===== config.mk =====
export PLATFORM = sky130hd
export DESIGN_NAME = sfb_core
export DESIGN_NICKNAME = d
export VERILOG_FILES = /design/src/rtl/sfb_pkg.sv /design/src/rtl/sfb_core.sv /design/src/rtl/sfb_sync.sv
export SDC_FILE = /design/constraint.sdc
export NUM_CORES = 1
export LEC_CHECK = 0
export BUFFER_PORTS_ARGS = -buffer_cell sky130_fd_sc_hd__buf_2
export CAP_MARGIN = 20
export CORE_MARGIN = 8
export CORE_UTILIZATION = 40
export DETAILED_ROUTE_END_ITERATION = 6
export GPL_TIMING_DRIVEN = 0
export PLACE_DENSITY = 0.69
export SYNTH_ARGS = -nofsm -noshare
export SYNTH_HDL_FRONTEND = slang
export SYNTH_SLANG_ARGS = --single-unit

===== constraint.sdc =====
create_clock -name mclk -period 2.8 [get_ports mclk]
set_clock_uncertainty 0.05 [all_clocks]
set_input_delay 0.56 -clock mclk [delete_from_list [all_inputs] [get_ports mclk]]
set_output_delay 0.56 -clock mclk [all_outputs]
set_load 0.02 [all_outputs]

===== src/rtl/sfb_pkg.sv =====
// shared constants for the serial port fault, single-wire and low-power logic
package sfb_pkg;
   // =======================================================
   // transfer shape
   localparam int unsigned WORD_BITS = 8;
   localparam int unsigned CNT_W     = 4;
   localparam logic [CNT_W-1:0] CNT_LAST = 4'h7;
   localparam logic [CNT_W-1:0] CNT_ZERO = 4'h0;
   // =======================================================
   // master serial clock timing
   localparam int unsigned MCLK_HZ  = 50_000_000;
   localparam int unsigned SCK_HZ   = 6_250_000;
   localparam int unsigned HALF_CYC = MCLK_HZ / (2 * SCK_HZ);
   localparam int unsigned DIV_W    = 8;
   // =======================================================
   // synchroniser lanes: {select, clock, master-out pin, master-in pin}
   localparam int unsigned SYNC_W   = 4;
   localparam logic [3:0]  SYNC_RST = 4'h8;
   localparam int unsigned SY_SS    = 3;
   localparam int unsigned SY_SCK   = 2;
   localparam int unsigned SY_MOSI  = 1;
   localparam int unsigned SY_MISO  = 0;
   // =======================================================
   // values after reset
   localparam logic [7:0] DATA_RST = 8'h00;
endpackage


===== src/rtl/sfb_core.sv =====
// serial port core: select output, single-wire data, mode fault, low power
`timescale 1ns/100ps
`default_nettype none
module sfb_core
   import sfb_pkg::*;
#(
   parameter int unsigned HALF = HALF_CYC
)
(
   input  wire logic        mclk,             // module clock
   input  wire logic        nrst,             // sync reset, active low
   input  wire logic        clkEn,            // low = module clock stopped
   input  wire logic        linkEnable,       // port enable level
   input  wire logic        selectOutputEnable, // select output option
   input  wire logic        faultDetectEnable,  // mode fault detection option
   input  wire logic        singleWireSelect, // one data pin mode
   input  wire logic        stopInWait,       // halt in cpu wait
   input  wire logic        waitMode,         // cpu in wait
   input  wire logic        cr1Write,         // control register 1 write strobe
   input  wire logic        masterIn,         // master select value written
   input  wire logic        cr2Write,         // control register 2 write strobe
   input  wire logic        wireOeIn,         // single-wire drive value written
   input  wire logic        statusRead,       // status register read strobe
   input  wire logic        dataRead,         // data register read strobe
   input  wire logic        dataWrite,        // data register write strobe
   input  wire logic [7:0]  txData,           // data written
   output logic      [7:0]  rxData,           // data register read value
   output logic             masterSelect,     // current master select
   output logic             singleWireOutputEnable, // current drive enable
   output logic             modeFaultFlag,    // mode fault flag
   output logic             transferDoneFlag, // transfer done flag
   output logic             txEmptyFlag,      // transmit empty flag
   output logic             irq,              // interrupt request
   input  wire logic        sckIn,            // clock pin input
   output logic             sckOut,           // clock pin output
   output logic             sckOe,            // clock pin enable
   input  wire logic        mosiIn,           // master-out pin input
   output logic             mosiOut,          // master-out pin output
   output logic             mosiOe,           // master-out pin enable
   input  wire logic        misoIn,           // master-in pin input
   output logic             misoOut,          // master-in pin output
   output logic             misoOe,           // master-in pin enable
   input  wire logic        ssIn,             // select pin input, low active
   output logic             ssOut,            // select pin output
   output logic             select_output_enable              // select pin enable
);
   typedef struct packed
   {
      logic             master;
      logic             wireOe;
      logic             modeFault;
      logic             modeFaultArm;
      logic             done;
      logic             doneArm;
      logic             txEmpty;
      logic             txArm;
      logic             txFull;
      logic [7:0]       txBuf;
      logic [7:0]       rxData;
      logic [7:0]       shreg;
      logic             rxBit;
      logic [CNT_W-1:0] cnt;
      logic [DIV_W-1:0] div;
      logic             sckLevel;
      logic             busy;
      logic             sckPrev;
      logic             ssPrev;
      logic             holdPrev;
      logic             entryBusy;
      logic             pend;
      logic [7:0]       pendData;
      logic             waitUseData;
   } sfb_core_t;

   sfb_core_t   st;
   sfb_core_t   next_st;
   logic [3:0]  syn;
   logic        ssS;
   logic        sckS;
   logic        rxPin;
   logic        ssoActive;
   logic        faultArmed;
   logic        masterHold;
   logic        slaveHold;
   logic        rise;
   logic        fall;
   logic        ssFall;
   logic        mid;
   logic [7:0]  newByte;

   // =======================================================
   // pin synchronisers
   sfb_sync #(.W(SYNC_W), .RST(SYNC_RST)) u_sync
   (
      .mclk  (mclk),
      .nrst  (nrst),
      .clkEn (clkEn),
      .din   ({ssIn, sckIn, mosiIn, misoIn}),
      .dout  (syn)
   );

   assign ssS  = syn[SY_SS];
   assign sckS = syn[SY_SCK];
   assign rxPin = st.master ? (singleWireSelect ? syn[SY_MOSI] : syn[SY_MISO])
                            : (singleWireSelect ? syn[SY_MISO] : syn[SY_MOSI]);

   // =======================================================
   // mode decode
   assign ssoActive  = st.master && selectOutputEnable && faultDetectEnable;
   assign faultArmed = st.master && faultDetectEnable && !ssoActive && linkEnable;
   assign masterHold = st.master && stopInWait && waitMode;
   assign slaveHold  = !st.master && stopInWait && waitMode;
   assign ssFall     = !ssS && st.ssPrev;
   assign mid        = st.busy || (st.cnt != CNT_ZERO);
   assign newByte    = {st.shreg[6:0], st.rxBit};
   assign rise       = st.master ? (st.busy && !masterHold && st.div == DIV_W'(HALF - 1)
                                    && !st.sckLevel)
                                 : (sckS && !st.sckPrev && !ssS);
   assign fall       = st.master ? (st.busy && !masterHold && st.div == DIV_W'(HALF - 1)
                                    && st.sckLevel)
                                 : (!sckS && st.sckPrev && !ssS);

   // =======================================================
   // next state
   always_comb
   begin
      next_st = st;
      if (clkEn)
      begin
         next_st.sckPrev  = sckS;
         next_st.ssPrev   = ssS;
         next_st.holdPrev = slaveHold;
         // software side, live even with the link disabled
         if (cr1Write)
         begin
            next_st.master = masterIn;
         end
         if (cr2Write)
         begin
            next_st.wireOe = wireOeIn;
         end
         if (statusRead)
         begin
            next_st.modeFaultArm = st.modeFault;
            next_st.doneArm = st.done;
            next_st.txArm   = st.txEmpty;
         end
         if (cr1Write && st.modeFaultArm)
         begin
            next_st.modeFault    = 1'b0;
            next_st.modeFaultArm = 1'b0;
         end
         if (dataRead && st.doneArm)
         begin
            next_st.done    = 1'b0;
            next_st.doneArm = 1'b0;
         end
         if (dataWrite)
         begin
            next_st.txBuf  = txData;
            next_st.txFull = 1'b1;
            if (st.txArm)
            begin
               next_st.txEmpty = 1'b0;
               next_st.txArm   = 1'b0;
            end
         end
         // core logic
         if (!linkEnable)
         begin
            next_st.busy     = 1'b0;
            next_st.cnt      = CNT_ZERO;
            next_st.sckLevel = 1'b0;
            next_st.div      = '0;
         end
         else
         begin
            // master start
            if (st.master && !st.busy && st.txFull && !masterHold && !dataWrite)
            begin
               next_st.busy     = 1'b1;
               next_st.shreg    = st.txBuf;
               next_st.txFull   = 1'b0;
               next_st.txEmpty  = 1'b1;
               next_st.cnt      = CNT_ZERO;
               next_st.div      = '0;
               next_st.sckLevel = 1'b0;
            end
            else if (st.master && st.busy && !masterHold)
            begin
               next_st.div = st.div + 1'b1;
               if (st.div == DIV_W'(HALF - 1))
               begin
                  next_st.div      = '0;
                  next_st.sckLevel = !st.sckLevel;
               end
            end
            // slave frame start picks what to send
            if (!st.master && ssFall)
            begin
               next_st.cnt = CNT_ZERO;
               if (slaveHold ? st.waitUseData : st.txFull)
               begin
                  next_st.shreg = st.txBuf;
                  if (!slaveHold)
                  begin
                     next_st.txFull  = dataWrite;
                     next_st.txEmpty = 1'b1;
                  end
               end
            end
            if (!st.master && ssS)
            begin
               next_st.cnt = CNT_ZERO;  // frame ended early
            end
            if (rise)
            begin
               next_st.rxBit = rxPin;
            end
            if (fall)
            begin
               next_st.shreg = newByte;
               next_st.cnt   = st.cnt + 1'b1;
               if (st.cnt == CNT_LAST)
               begin
                  next_st.cnt  = CNT_ZERO;
                  next_st.busy = 1'b0;
                  if (slaveHold)
                  begin
                     next_st.pend     = 1'b1;
                     next_st.pendData = newByte;
                  end
                  else
                  begin
                     next_st.rxData = newByte;
                     next_st.done   = 1'b1;
                  end
               end
            end
         end
         // wait entry and exit for the slave
         if (slaveHold && !st.holdPrev)
         begin
            next_st.pend        = 1'b0;
            next_st.entryBusy   = mid;
            next_st.waitUseData = st.txFull;
         end
         if (!slaveHold && st.holdPrev)
         begin
            next_st.pend = 1'b0;
            if (st.pend && (st.entryBusy || mid))
            begin
               next_st.rxData = st.pendData;
               next_st.done   = 1'b1;
            end
         end
         // mode fault last, so a new fault beats a clear
         if (faultArmed && !ssS)
         begin
            next_st.modeFault    = 1'b1;
            next_st.modeFaultArm = 1'b0;
            next_st.master   = 1'b0;
            next_st.busy     = 1'b0;
            next_st.cnt      = CNT_ZERO;
            next_st.div      = '0;
            next_st.sckLevel = 1'b0;
            if (singleWireSelect)
            begin
               next_st.wireOe = 1'b0;
            end
         end
      end
   end

   always_ff @(posedge mclk)
   begin
      if (!nrst)
      begin
         st          <= '0;
         st.rxData   <= DATA_RST;
         st.ssPrev   <= 1'b1;
      end
      else
      begin
         st <= next_st;
      end
   end

   // =======================================================
   // pins and status
   // fault keeps every output released until software clears it
   assign sckOut  = st.sckLevel;
   assign sckOe   = st.master && linkEnable && !st.modeFault;
   assign ssOut   = !st.busy;
   assign select_output_enable    = ssoActive && linkEnable && !st.modeFault;
   assign mosiOut = st.shreg[7];
   assign misoOut = st.shreg[7];
   assign mosiOe  = st.master && linkEnable && !st.modeFault
                    && (!singleWireSelect || st.wireOe);
   assign misoOe  = !st.master && linkEnable && !st.modeFault
                    && (singleWireSelect ? st.wireOe : !ssS);

   assign rxData                 = st.rxData;
   assign masterSelect           = st.master;
   assign singleWireOutputEnable = st.wireOe;
   assign modeFaultFlag          = st.modeFault;
   assign transferDoneFlag       = st.done;
   assign txEmptyFlag            = st.txEmpty;
   assign irq = linkEnable && (st.modeFault || st.done || st.txEmpty);
endmodule
`default_nettype wire


===== src/rtl/sfb_sync.sv =====
// two-flop synchroniser for the pin inputs
`timescale 1ns/100ps
`default_nettype none
module sfb_sync
#(
   parameter int unsigned     W   = 4,
   parameter logic [W-1:0]    RST = '0
)
(
   input  wire logic          mclk,   // module clock
   input  wire logic          nrst,   // sync reset, active low
   input  wire logic          clkEn,  // freezes state when low
   input  wire logic [W-1:0]  din,    // asynchronous inputs
   output logic      [W-1:0]  dout    // synchronised copy
);
   typedef struct packed
   {
      logic [W-1:0] s1;
      logic [W-1:0] s2;
   } sfb_sync_t;

   sfb_sync_t st;
   sfb_sync_t next_st;

   // =======================================================
   // first stage feeds only the second stage
   always_comb
   begin
      next_st = st;
      if (clkEn)
      begin
         next_st.s1 = din;
         next_st.s2 = st.s1;
      end
   end

   always_ff @(posedge mclk)
   begin
      if (!nrst)
      begin
         st <= {RST, RST};
      end
      else
      begin
         st <= next_st;
      end
   end

   assign dout = st.s2;
endmodule
`default_nettype wire

==> Word level (Yosys, flattened, before mapping) <==
Index checks and enable logic that the tools add are counted.
{ "op_classes": {"n_eq_ne": 5, "n_addsub": 2, "mux": 63, "reduce_logical": 81} }
{ "op_table": {"columns": ["cell", "n"], "rows": [
  ["$mux W9", 7],
  ["$mux W8", 7],
  ["$logic_and A1 B1 Y1", 41],
  ["$mux W1", 35],
  ["$mux W14", 2],
  ["$mux W4", 6],
  ["$reduce_and A2 Y1", 9],
  ["$mux W17", 1],
  ["$mux W16", 1],
  ["$reduce_bool A3 Y1", 5],
  ["$logic_not A1 Y1", 13],
  ["$mux W11", 1],
  ["$reduce_and A5 Y1", 2],
  ["$add A8 B1 Y8 const B", 1],
  ["$eq A8 B2 Y1 const B", 1],
  ["$ne A4 B1 Y1 const B", 2],
  ["$mux W2", 3],
  ["$ne A6 B1 Y1 const B", 1],
  ["$reduce_and A3 Y1", 2],
  ["$reduce_bool A2 Y1", 3],
  ["$logic_or A1 B1 Y1", 5],
  ["$add A4 B1 Y4 const B", 1],
  ["$eq A4 B3 Y1 const B", 1],
  ["$reduce_bool A4 Y1", 1]
]} }
{ "totals": {"regBits": 70, "output_inout_bits": 22, "elab_cells": 177, "input_bits": 28} }

==> Depth between registers and ports, before layout <==
Gate-level depths: netlist (run 1).
{ "depth": {"word_depth": 12, "depth_mapped": 8, "ltp_nobuf": 7} }

==> Modules after synthesis <==
Synthesis (run 1) repeated with hierarchy kept, for this count alone.
{ "hier_totals": {"cells_unflattened": 438, "hier_area_um2": 3609.7} }
{ "by_module_without_submodules": {"columns": ["mod", "cells_per_inst", "n_inst", "area_each_um2", "seq_area_each_um2"], "rows": [
  ["sfb_core", 409, 1, 3283.1, 1241.2],
  ["sfb_sync", 29, 1, 326.6, 160.2]
]} }

==> Least setup slack after synthesis (run 1) <==
Ideal clock, no wire load.
{ "synth_timing": {"kind": "register to register", "start": "reg st[16] in the netlist's numbering", "end": "reg st[1] in the netlist's numbering", "t_arrival_ps": 2295, "path_stages_with_launch": 7, "path_buffers": 0, "path_slack_ps": 384, "required_ps": 2678, "setup_ps": 72, "cell_sequence": "dfxtp_1 > ha_1 > or4b_4 > nor4b_4 > a21oi_2 > nor4_4 > mux2i_1"} }
{ "synth_via": {"elab_chain_len": 5} }
{ "synth_rtl": {"columns": ["element", "line_no", "source"], "rows": [
  ["start: declaration", "sfb_core.sv:75", "sfb_core_t st;"],
  ["start signal: assignment", "sfb_core.sv:285", "st <= next_st;"],
  ["$eq A8 B2 Y1", "sfb_core.sv:119", "assign fall = st.master ? (st.busy && !masterHold && st.div == DIV_W'(HALF - 1)"],
  ["$logic_and A1 B1 Y1", "sfb_core.sv:119", null],
  ["$logic_and A1 B1 Y1", "sfb_core.sv:120", "&& st.sckLevel)"],
  ["$mux W1", "sfb_core.sv:119", null],
  ["$reduce_and A5 Y1 (no source line)", null, null]
]} }
No other way between the ends.
A chain may end at the register's enable or synchronous reset.

==> Worst setup path after layout (run 1) <==
{ "layout_timing": {"start": "reg st[16] in the netlist's numbering", "end": "reg, netlist name rxData[0]"} }
{ "layout_via": {"elab_chain_len": 8} }
{ "layout_rtl": {"columns": ["element", "line_no", "source"], "rows": [
  ["$eq A8 B2 Y1 *", "sfb_core.sv:119", null],
  ["$logic_and A1 B1 Y1 *", "sfb_core.sv:119", null],
  ["$logic_and A1 B1 Y1 *", "sfb_core.sv:120", null],
  ["$mux W1 *", "sfb_core.sv:119", null],
  ["$mux W16 *", "sfb_core.sv:220", "if (fall)"],
  ["$mux W17 *", "sfb_core.sv:169", "if (!linkEnable)"],
  ["$mux W8", "sfb_core.sv:251", "if (st.pend && (st.entryBusy || mid))"],
  ["$mux W8 *", "sfb_core.sv:248", "if (!slaveHold && st.holdPrev)"]
]} }
Every way passes the cells marked *; elsewhere a longest branch is shown, timed or not.

==> flow_metrics.py, run 1 <==
metrics = {
    "outcome": {
        "status": "finished clean",
    },
    "die": {
        "die_h_um": 108,
        "initial_core_util_pct": 41.0,
        "num_io_pins": 50,
        "fp.dieW_um": 108,
        "core_area_um2": 8180,
        "die-area_um2": 11600,
        "rows": 33,
    },
    "synthesis": {
        "yosys.area.top_type": "dfxtp_1",
        "ys_top_cells_by_area": "dfxtp_1 42%, mux2i_1 7.2%, nand2_1 6.1%",
        "syn-cell-area_um2": 3350,
        "synthAdderAreaFrac_pct": 1.12,
        "synth_top_area_share_pct": 41.8,
        "synth_top_family_by_area": "compound AO/OA/AOI/OAI gates",
        "yosysUniqueCellTypes": 53,
        "synthArstFlopShare_pct": 0,
        "synth_mux_area_share_pct": 7.51,
        "syn_avg_cell_area_um2": 8.77,
        "netlist_instances": 382,
        "synth-seq-cells": 70,
        "synth-edff-count": 0,
        "yosys_warnings": 0,
        "seq_area_frac_synth_pct": 41.8,
        "synthFlopType": "dfxtp_1",
        "syn_nets": 413,
        "synth-xor-area-share_pct": 0.784,
        "synth_compound_area_share_pct": 21.8,
        "synth-simple-area-share_pct": 21.3,
    },
    "global_route": {
        "grt_max_degree": 13,
        "antenna_found_initial": 0,
        "grt_usage_pct": 15.9,
        "grt_pass1_vias": 2985,
        "grt_overflow_total": 0,
        "grt_pass1_wl_um": 14700,
    },
    "power_and_ir_drop": {
        "pwr-share-comb_pct": 7.2,
        "peakVddDrop_uv": 229,
        "seqPwrFrac_pct": 46.3,
        "power.density_nw_per_um2": 556,
        "switching_share_pct": 22.9,
        "leakage_nw": 1.58,
        "power.share.clock_pct": 46.5,
        "p_sw_mw": 0.508,
        "intPower_mw": 1.71,
    },
    "critical_path": {
        "critical-path-max-stage-delay_ns": 0.49,
        "start_kind": "flip-flop",
        "crit_type": "reg2reg",
        "critical_path.endpoint": "rxData[0]",
        "critPathLaunch": "st[16]",
        "path_cells": "ha_1 > or4b_4 > nor4b_4 > a21o_1 > a31oi_2 > a221o_1",
        "arrival_ns": 2.84,
        "r2r_start": "st[16]",
        "cp_max_fo": 8,
        "rrSetupSlack_ns": 0.14,
        "r2r_cells": 6,
        "worst_path_max_delay_cell": "or4b_4",
        "cp.required_ns": 2.98,
        "end_kind": "flip-flop",
        "r2r_end": "rxData[0]",
    },
    "detailed_routing": {
        "num_vias": 3053,
        "antenna_left": 0,
        "wl_per_cell_um": 16.2,
        "firstDrtPassIters": 4,
        "drt_iter0_markers": 134,
        "route.detailed.drc": 0,
        "via_per_inst": 5.54,
        "wl_um": 8930,
    },
    "clock_tree": {
        "cts_made_buffers": 9,
        "clock-sinks": 70,
        "holdBufCountCts": 0,
        "clk_path_buf_depth": 2,
        "h-tree-depth": 3,
        "clkLatencyLatePin_ns": 0.35,
        "cts-root-buf": "clkbuf_8",
        "clkSlewWorstSetupHoldPaths_ns": 0.07,
        "cts_tree": "done",
    },
    "placement": {
        "dp.final_hpwl_um": 6620,
        "io_buffers": 46,
        "gp_congestion": 0.885,
    },
    "finish": {
        "n_antenna_cell": 0,
        "layout_common_cells": "70 x dfxtp_1, 54 x nand2_1, 46 x buf_2",
        "fillCellCount": 806,
        "nets": 472,
        "area_delta_synth_final_pct": 19.1,
        "layout_commonest_cell": "dfxtp_1",
        "drive_gt1_share_pct": 20.2,
    },
    "hold_path": {
        "hold_path_class": "in2reg",
    },
    "sta": {
        "max_freq_mhz": 377,
        "fin_crit_ns": 2.66,
        "hold_viol_final": 0,
        "whs_ns": 0.384,
        "rsz0062_at_grt": "no",
        "drv_slew": 0,
        "setup-tns-final_ns": 0,
        "relSlewSlack_pct": 35.7,
        "worst_pin_slew_ns": 0.956,
        "period_share_pct": 94.9,
        "setup_viol": 0,
    },
    "flow_run": {
        "drv_cap": 0,
    },
}
==> stage by stage <==
stage	area (µm²)	cells	utilization (%)	total power, mW	setup WS [ns]
floorplan	3350	382	-	1.15	0.384
global placement	3710	533	45.4	1.20	0.108
detailed placement	3710	533	45.4	1.21	0.0541
CTS	3970	549	48.5	2.22	0.0381
global route	3990	551	48.8	2.29	0.0272
finish	3990	551	48.8	2.22	0.144
==> repair_timing <==
action / 4_1_cts / 5_1_grt
endpoints found under the setup margin: 0 / 16
resized for setup: 0 / 1
buffers inserted: 0 / 2
==> per-layer routing <==
layer	global-route usage [%]	vias to the layer above	wire, µm
li1	-	1508	-
met4	6.64	0	134
met1	18.4	1456	3800
met5	0	-	0
met2	27.5	78	4540
met3	3.41	11	452
==> worst min path at each step <==
stage | endpoint | depth (start not counted) | slack, ns | startpoint
6_report | u_sync.st[7] | 3 | 0.38 | ssIn
5_1_grt | u_sync.st[7] | 3 | 0.39 | ssIn
3_3_place_gp | st[2] | 2 | 0.39 | st[2]
3_5_place_dp | st[3] | 2 | 0.40 | st[3]
4_1_cts | u_sync.st[7] | 3 | 0.38 | ssIn
2_1_floorplan | st[2] | 2 | 0.38 | st[2]
==> Yosys cell counts (2+ instances only) <==
library cell	count
o21bai_1	2
buf_1	2
o31a_1	10
a21boi_0	2
nor4_4	2
nand2_1	54
nor2_1	35
nand3b_1	2
inv_1	10
a221o_1	8
dfxtp_1	70
o221a_2	9
buf_4	9
or3_1	5
a21oi_1	25
and3_1	3
and3b_1	2
o21ai_0	17
a21o_1	2
a22oi_1	8
o31ai_1	4
and2_1	4
nor2b_1	2
or4_1	3
nor4b_1	4
clkbuf_1	20
nand4_1	2
mux2i_1	24
ha_1	3
a31oi_1	3
xor2_1	2
nand3_1	13
==> cell families (layout without fill, tap and decap cells) <==
kind of cell	count (synthesis)	count (layout)
AND/OR/NAND/NOR	139	139
AO/OA/AOI/OAI	101	101
flip-flops	70	70
buffers and inverters	41	105
multiplexers	25	25
adder cells (fa/ha/maj)	3	3
XOR/XNOR	3	3
==> power groups by stage <==
stage               registers (mW)  logic, mW  clock network (mW)
detailed placement            1.05      0.157                   0
CTS                           1.03      0.158                1.04
global route                  1.03      0.174                1.08
floorplan                     1.05     0.0989                   0
finish                        1.03      0.159                1.03
global placement              1.05      0.154                   0
==> critical path, delay by kind of cell (launching register included) <==
kind	cells	cell delay, ns
AOI/OAI and AO/OA	3	1.03
adders and majority gates	1	0.19
DFF	1	0.42
and+or+nand+nor	2	0.86
==> state kept, by name, summed over array words and instances (netlist names) <==
signal / cells
modeFaultFlag: 1
masterSelect: 1
rxData: 8
st: 39
misoOut: 1
u_sync.st: 4
u_sync.dout: 4
singleWireOutputEnable: 1
txEmptyFlag: 1
transferDoneFlag: 1
sckOut: 1
newByte: 8
==> cell type report <==
class / count / area [µm²] / share of cell area (%)
multi-input combinational: 271 / 1770 / 44.3
clock inverter: 5 / 105 / 2.63
clock buffer: 11 / 151 / 3.80
inverter: 10 / 37.5 / 0.941
sequential: 70 / 1400 / 35.1
buffer: 31 / 150 / 3.76
tap: 105 / 131 / 3.29
timing repair buffer: 48 / 245 / 6.15
Power figures use the tool's default switching activity.
==> run 2: changes to the inputs <==
--- a/config.mk
+++ b/config.mk
@@ -7,6 +7,7 @@
 export LEC_CHECK = 0
 export BUFFER_PORTS_ARGS = -buffer_cell sky130_fd_sc_hd__buf_2
 export CAP_MARGIN = 20
+export CORE_ASPECT_RATIO = 0.9
 export CORE_MARGIN = 8
 export CORE_UTILIZATION = 40
 export DETAILED_ROUTE_END_ITERATION = 6
==> constraint.sdc (replaced) <==
create_clock -name mclk -period 2.8 [get_ports mclk]
set_clock_uncertainty 0.05 [all_clocks]
set_input_delay 0.56 -clock mclk [delete_from_list [all_inputs] [get_ports mclk]]
set_output_delay 0.56 -clock mclk [all_outputs]
set_load 0.005 [all_outputs]
==> flow_metrics.py, run 2 (synthesis results as in run 1) <==
metrics = {
    "outcome": {
        "status": "finished clean",
    },
    "die": {
        "die_h_um": 103,
        "initial_core_util_pct": 41.3,
        "core_area_um2": 8110,
        "rows": 31,
        "die-area_um2": 11600,
        "num_io_pins": 50,
        "fp.dieW_um": 112,
    },
    "clock_tree": {
        "clkSlewWorstSetupHoldPaths_ns": 0.07,
        "cts-root-buf": "clkbuf_8",
        "clk_path_buf_depth": 2,
        "cts_made_buffers": 9,
        "clkLatencyLatePin_ns": 0.35,
        "h-tree-depth": 3,
        "cts_tree": "done",
        "clock-sinks": 70,
        "holdBufCountCts": 0,
    },
    "flow_run": {
        "drv_cap": 0,
    },
    "detailed_routing": {
        "num_vias": 3086,
        "drt_iter0_markers": 253,
        "via_per_inst": 5.67,
        "route.detailed.drc": 0,
        "wl_per_cell_um": 16.3,
        "wl_um": 8860,
        "firstDrtPassIters": 5,
        "antenna_left": 0,
    },
    "placement": {
        "gp_congestion": 0.886,
        "io_buffers": 46,
        "dp.final_hpwl_um": 6440,
        "dpl.cell_count": 527,
    },
    "sta": {
        "setup_viol": 0,
        "drv_slew": 0,
        "period_share_pct": 92.2,
        "setup-tns-final_ns": 0,
        "whs_ns": 0.373,
        "max_freq_mhz": 387,
        "fin_crit_ns": 2.58,
        "rsz0062_at_grt": "no",
        "relSlewSlack_pct": 34.8,
        "worst_pin_slew_ns": 0.965,
        "hold_viol_final": 0,
    },
    "finish": {
        "drive_gt1_share_pct": 20.2,
        "nets": 471,
        "utilization_pct": 48.8,
        "n_antenna_cell": 0,
        "final-instance-count-excl-fill": 544,
        "area_delta_synth_final_pct": 18.2,
        "largest_reg_flops": 39,
        "largest_register": "st",
        "layout_common_cells": "70 x dfxtp_1, 54 x nand2_1, 46 x buf_2",
        "layout_commonest_cell": "dfxtp_1",
    },
    "critical_path": {
        "path_cells": "ha_1 > or4b_4 > nor4b_4 > a21oi_2 > clkbuf_1 > a31oi_1 > mux2i_1",
        "arrival_ns": 2.81,
        "critPathBufInv": 1,
        "worst_path_max_delay_cell": "or4b_4",
        "crit_family": "simple AND/OR/NAND/NOR gates",
        "cp.required_ns": 3.03,
        "crit_type": "reg2reg",
        "critical-path-max-stage-delay_ns": 0.48,
        "end_kind": "flip-flop",
        "cp_max_fo": 10,
        "start_kind": "flip-flop",
    },
    "power_and_ir_drop": {
        "power.share.clock_pct": 43.6,
        "power.density_nw_per_um2": 530,
        "switching_share_pct": 23.9,
        "p_sw_mw": 0.501,
        "seqPwrFrac_pct": 49.0,
        "intPower_mw": 1.60,
        "pwr-share-comb_pct": 7.4,
        "peakVddDrop_uv": 308,
        "leakage_nw": 1.57,
    },
    "hold_path": {
        "hold_path_class": "in2reg",
    },
    "global_route": {
        "grt_pass1_wl_um": 15000,
        "grt_pass1_vias": 3003,
        "antenna_found_initial": 0,
        "grt_usage_pct": 16.2,
        "grt_overflow_total": 0,
        "grt_max_degree": 13,
    },
}
[run 2: what timing repair did]
action | in CTS | in global routing
setup endpoints to repair | 0 | 24
resized for setup | 0 | 3
setup buffers | 0 | 1
[run 2: layer usage]
metal	up-vias	routed length [µm]	track usage, %	part of all wire, %
li1	1510	-	-	-
met1	1455	3970	20.0	45
met2	103	4090	25.8	46
met3	18	633	4.63	7.1
met4	0	174	7.04	2.0
met5	-	0	0	0
[run 2: layout make-up]
type | count | area, µm²
buffer | 31 | 150
clock buffer | 11 | 141
clock inverter | 5 | 82.6
fill | 769 | 4150
inverter | 10 | 37.5
multi-input combinational | 271 | 1770
sequential | 70 | 1400
tap | 99 | 124
timing repair buffer | 47 | 250
[run 2: worst paths after layout]
path	startpoint	end	slack, ns	depth (start not counted)
max	st[16]	st[25]	0.22	7
min	ssIn	u_sync.st[7]	0.37	3
max reg2reg	st[16]	st[25]	0.22	7
min reg2reg	st[7]	st[7]	0.41	2
[run 2: power by group through the flow]
stage	logic, mW	registers (mW)	clock network [mW]
final	0.156	1.03	0.915
after CTS	0.155	1.03	0.932
after detailed placement	0.153	1.05	0
after global routing	0.172	1.03	0.971
after floorplan	0.0974	1.05	0
after global placement	0.150	1.05	0
[run 2: per-stage QoR]
| stage | power, mW | setup slack, ns | instance area (µm²) |
|---|---|---|---|
| 6_report | 2.10 | 0.218 | 3960 |
| 5_1_grt | 2.17 | 0.0488 | 3960 |
| 4_1_cts | 2.11 | 0.0154 | 3930 |
| 3_5_place_dp | 1.20 | 0.0443 | 3700 |
| 3_3_place_gp | 1.20 | 0.107 | 3700 |
| 2_1_floorplan | 1.14 | 0.385 | 3350 |
[run 2: worst reg2reg max path, stage by stage, from the launching register on]
cell	delay, ns
dfxtp_1	0.43
ha_1	0.19
or4b_4	0.48
nor4b_4	0.38
a21oi_2	0.23
clkbuf_1	0.29
a31oi_1	0.24
mux2i_1	0.23
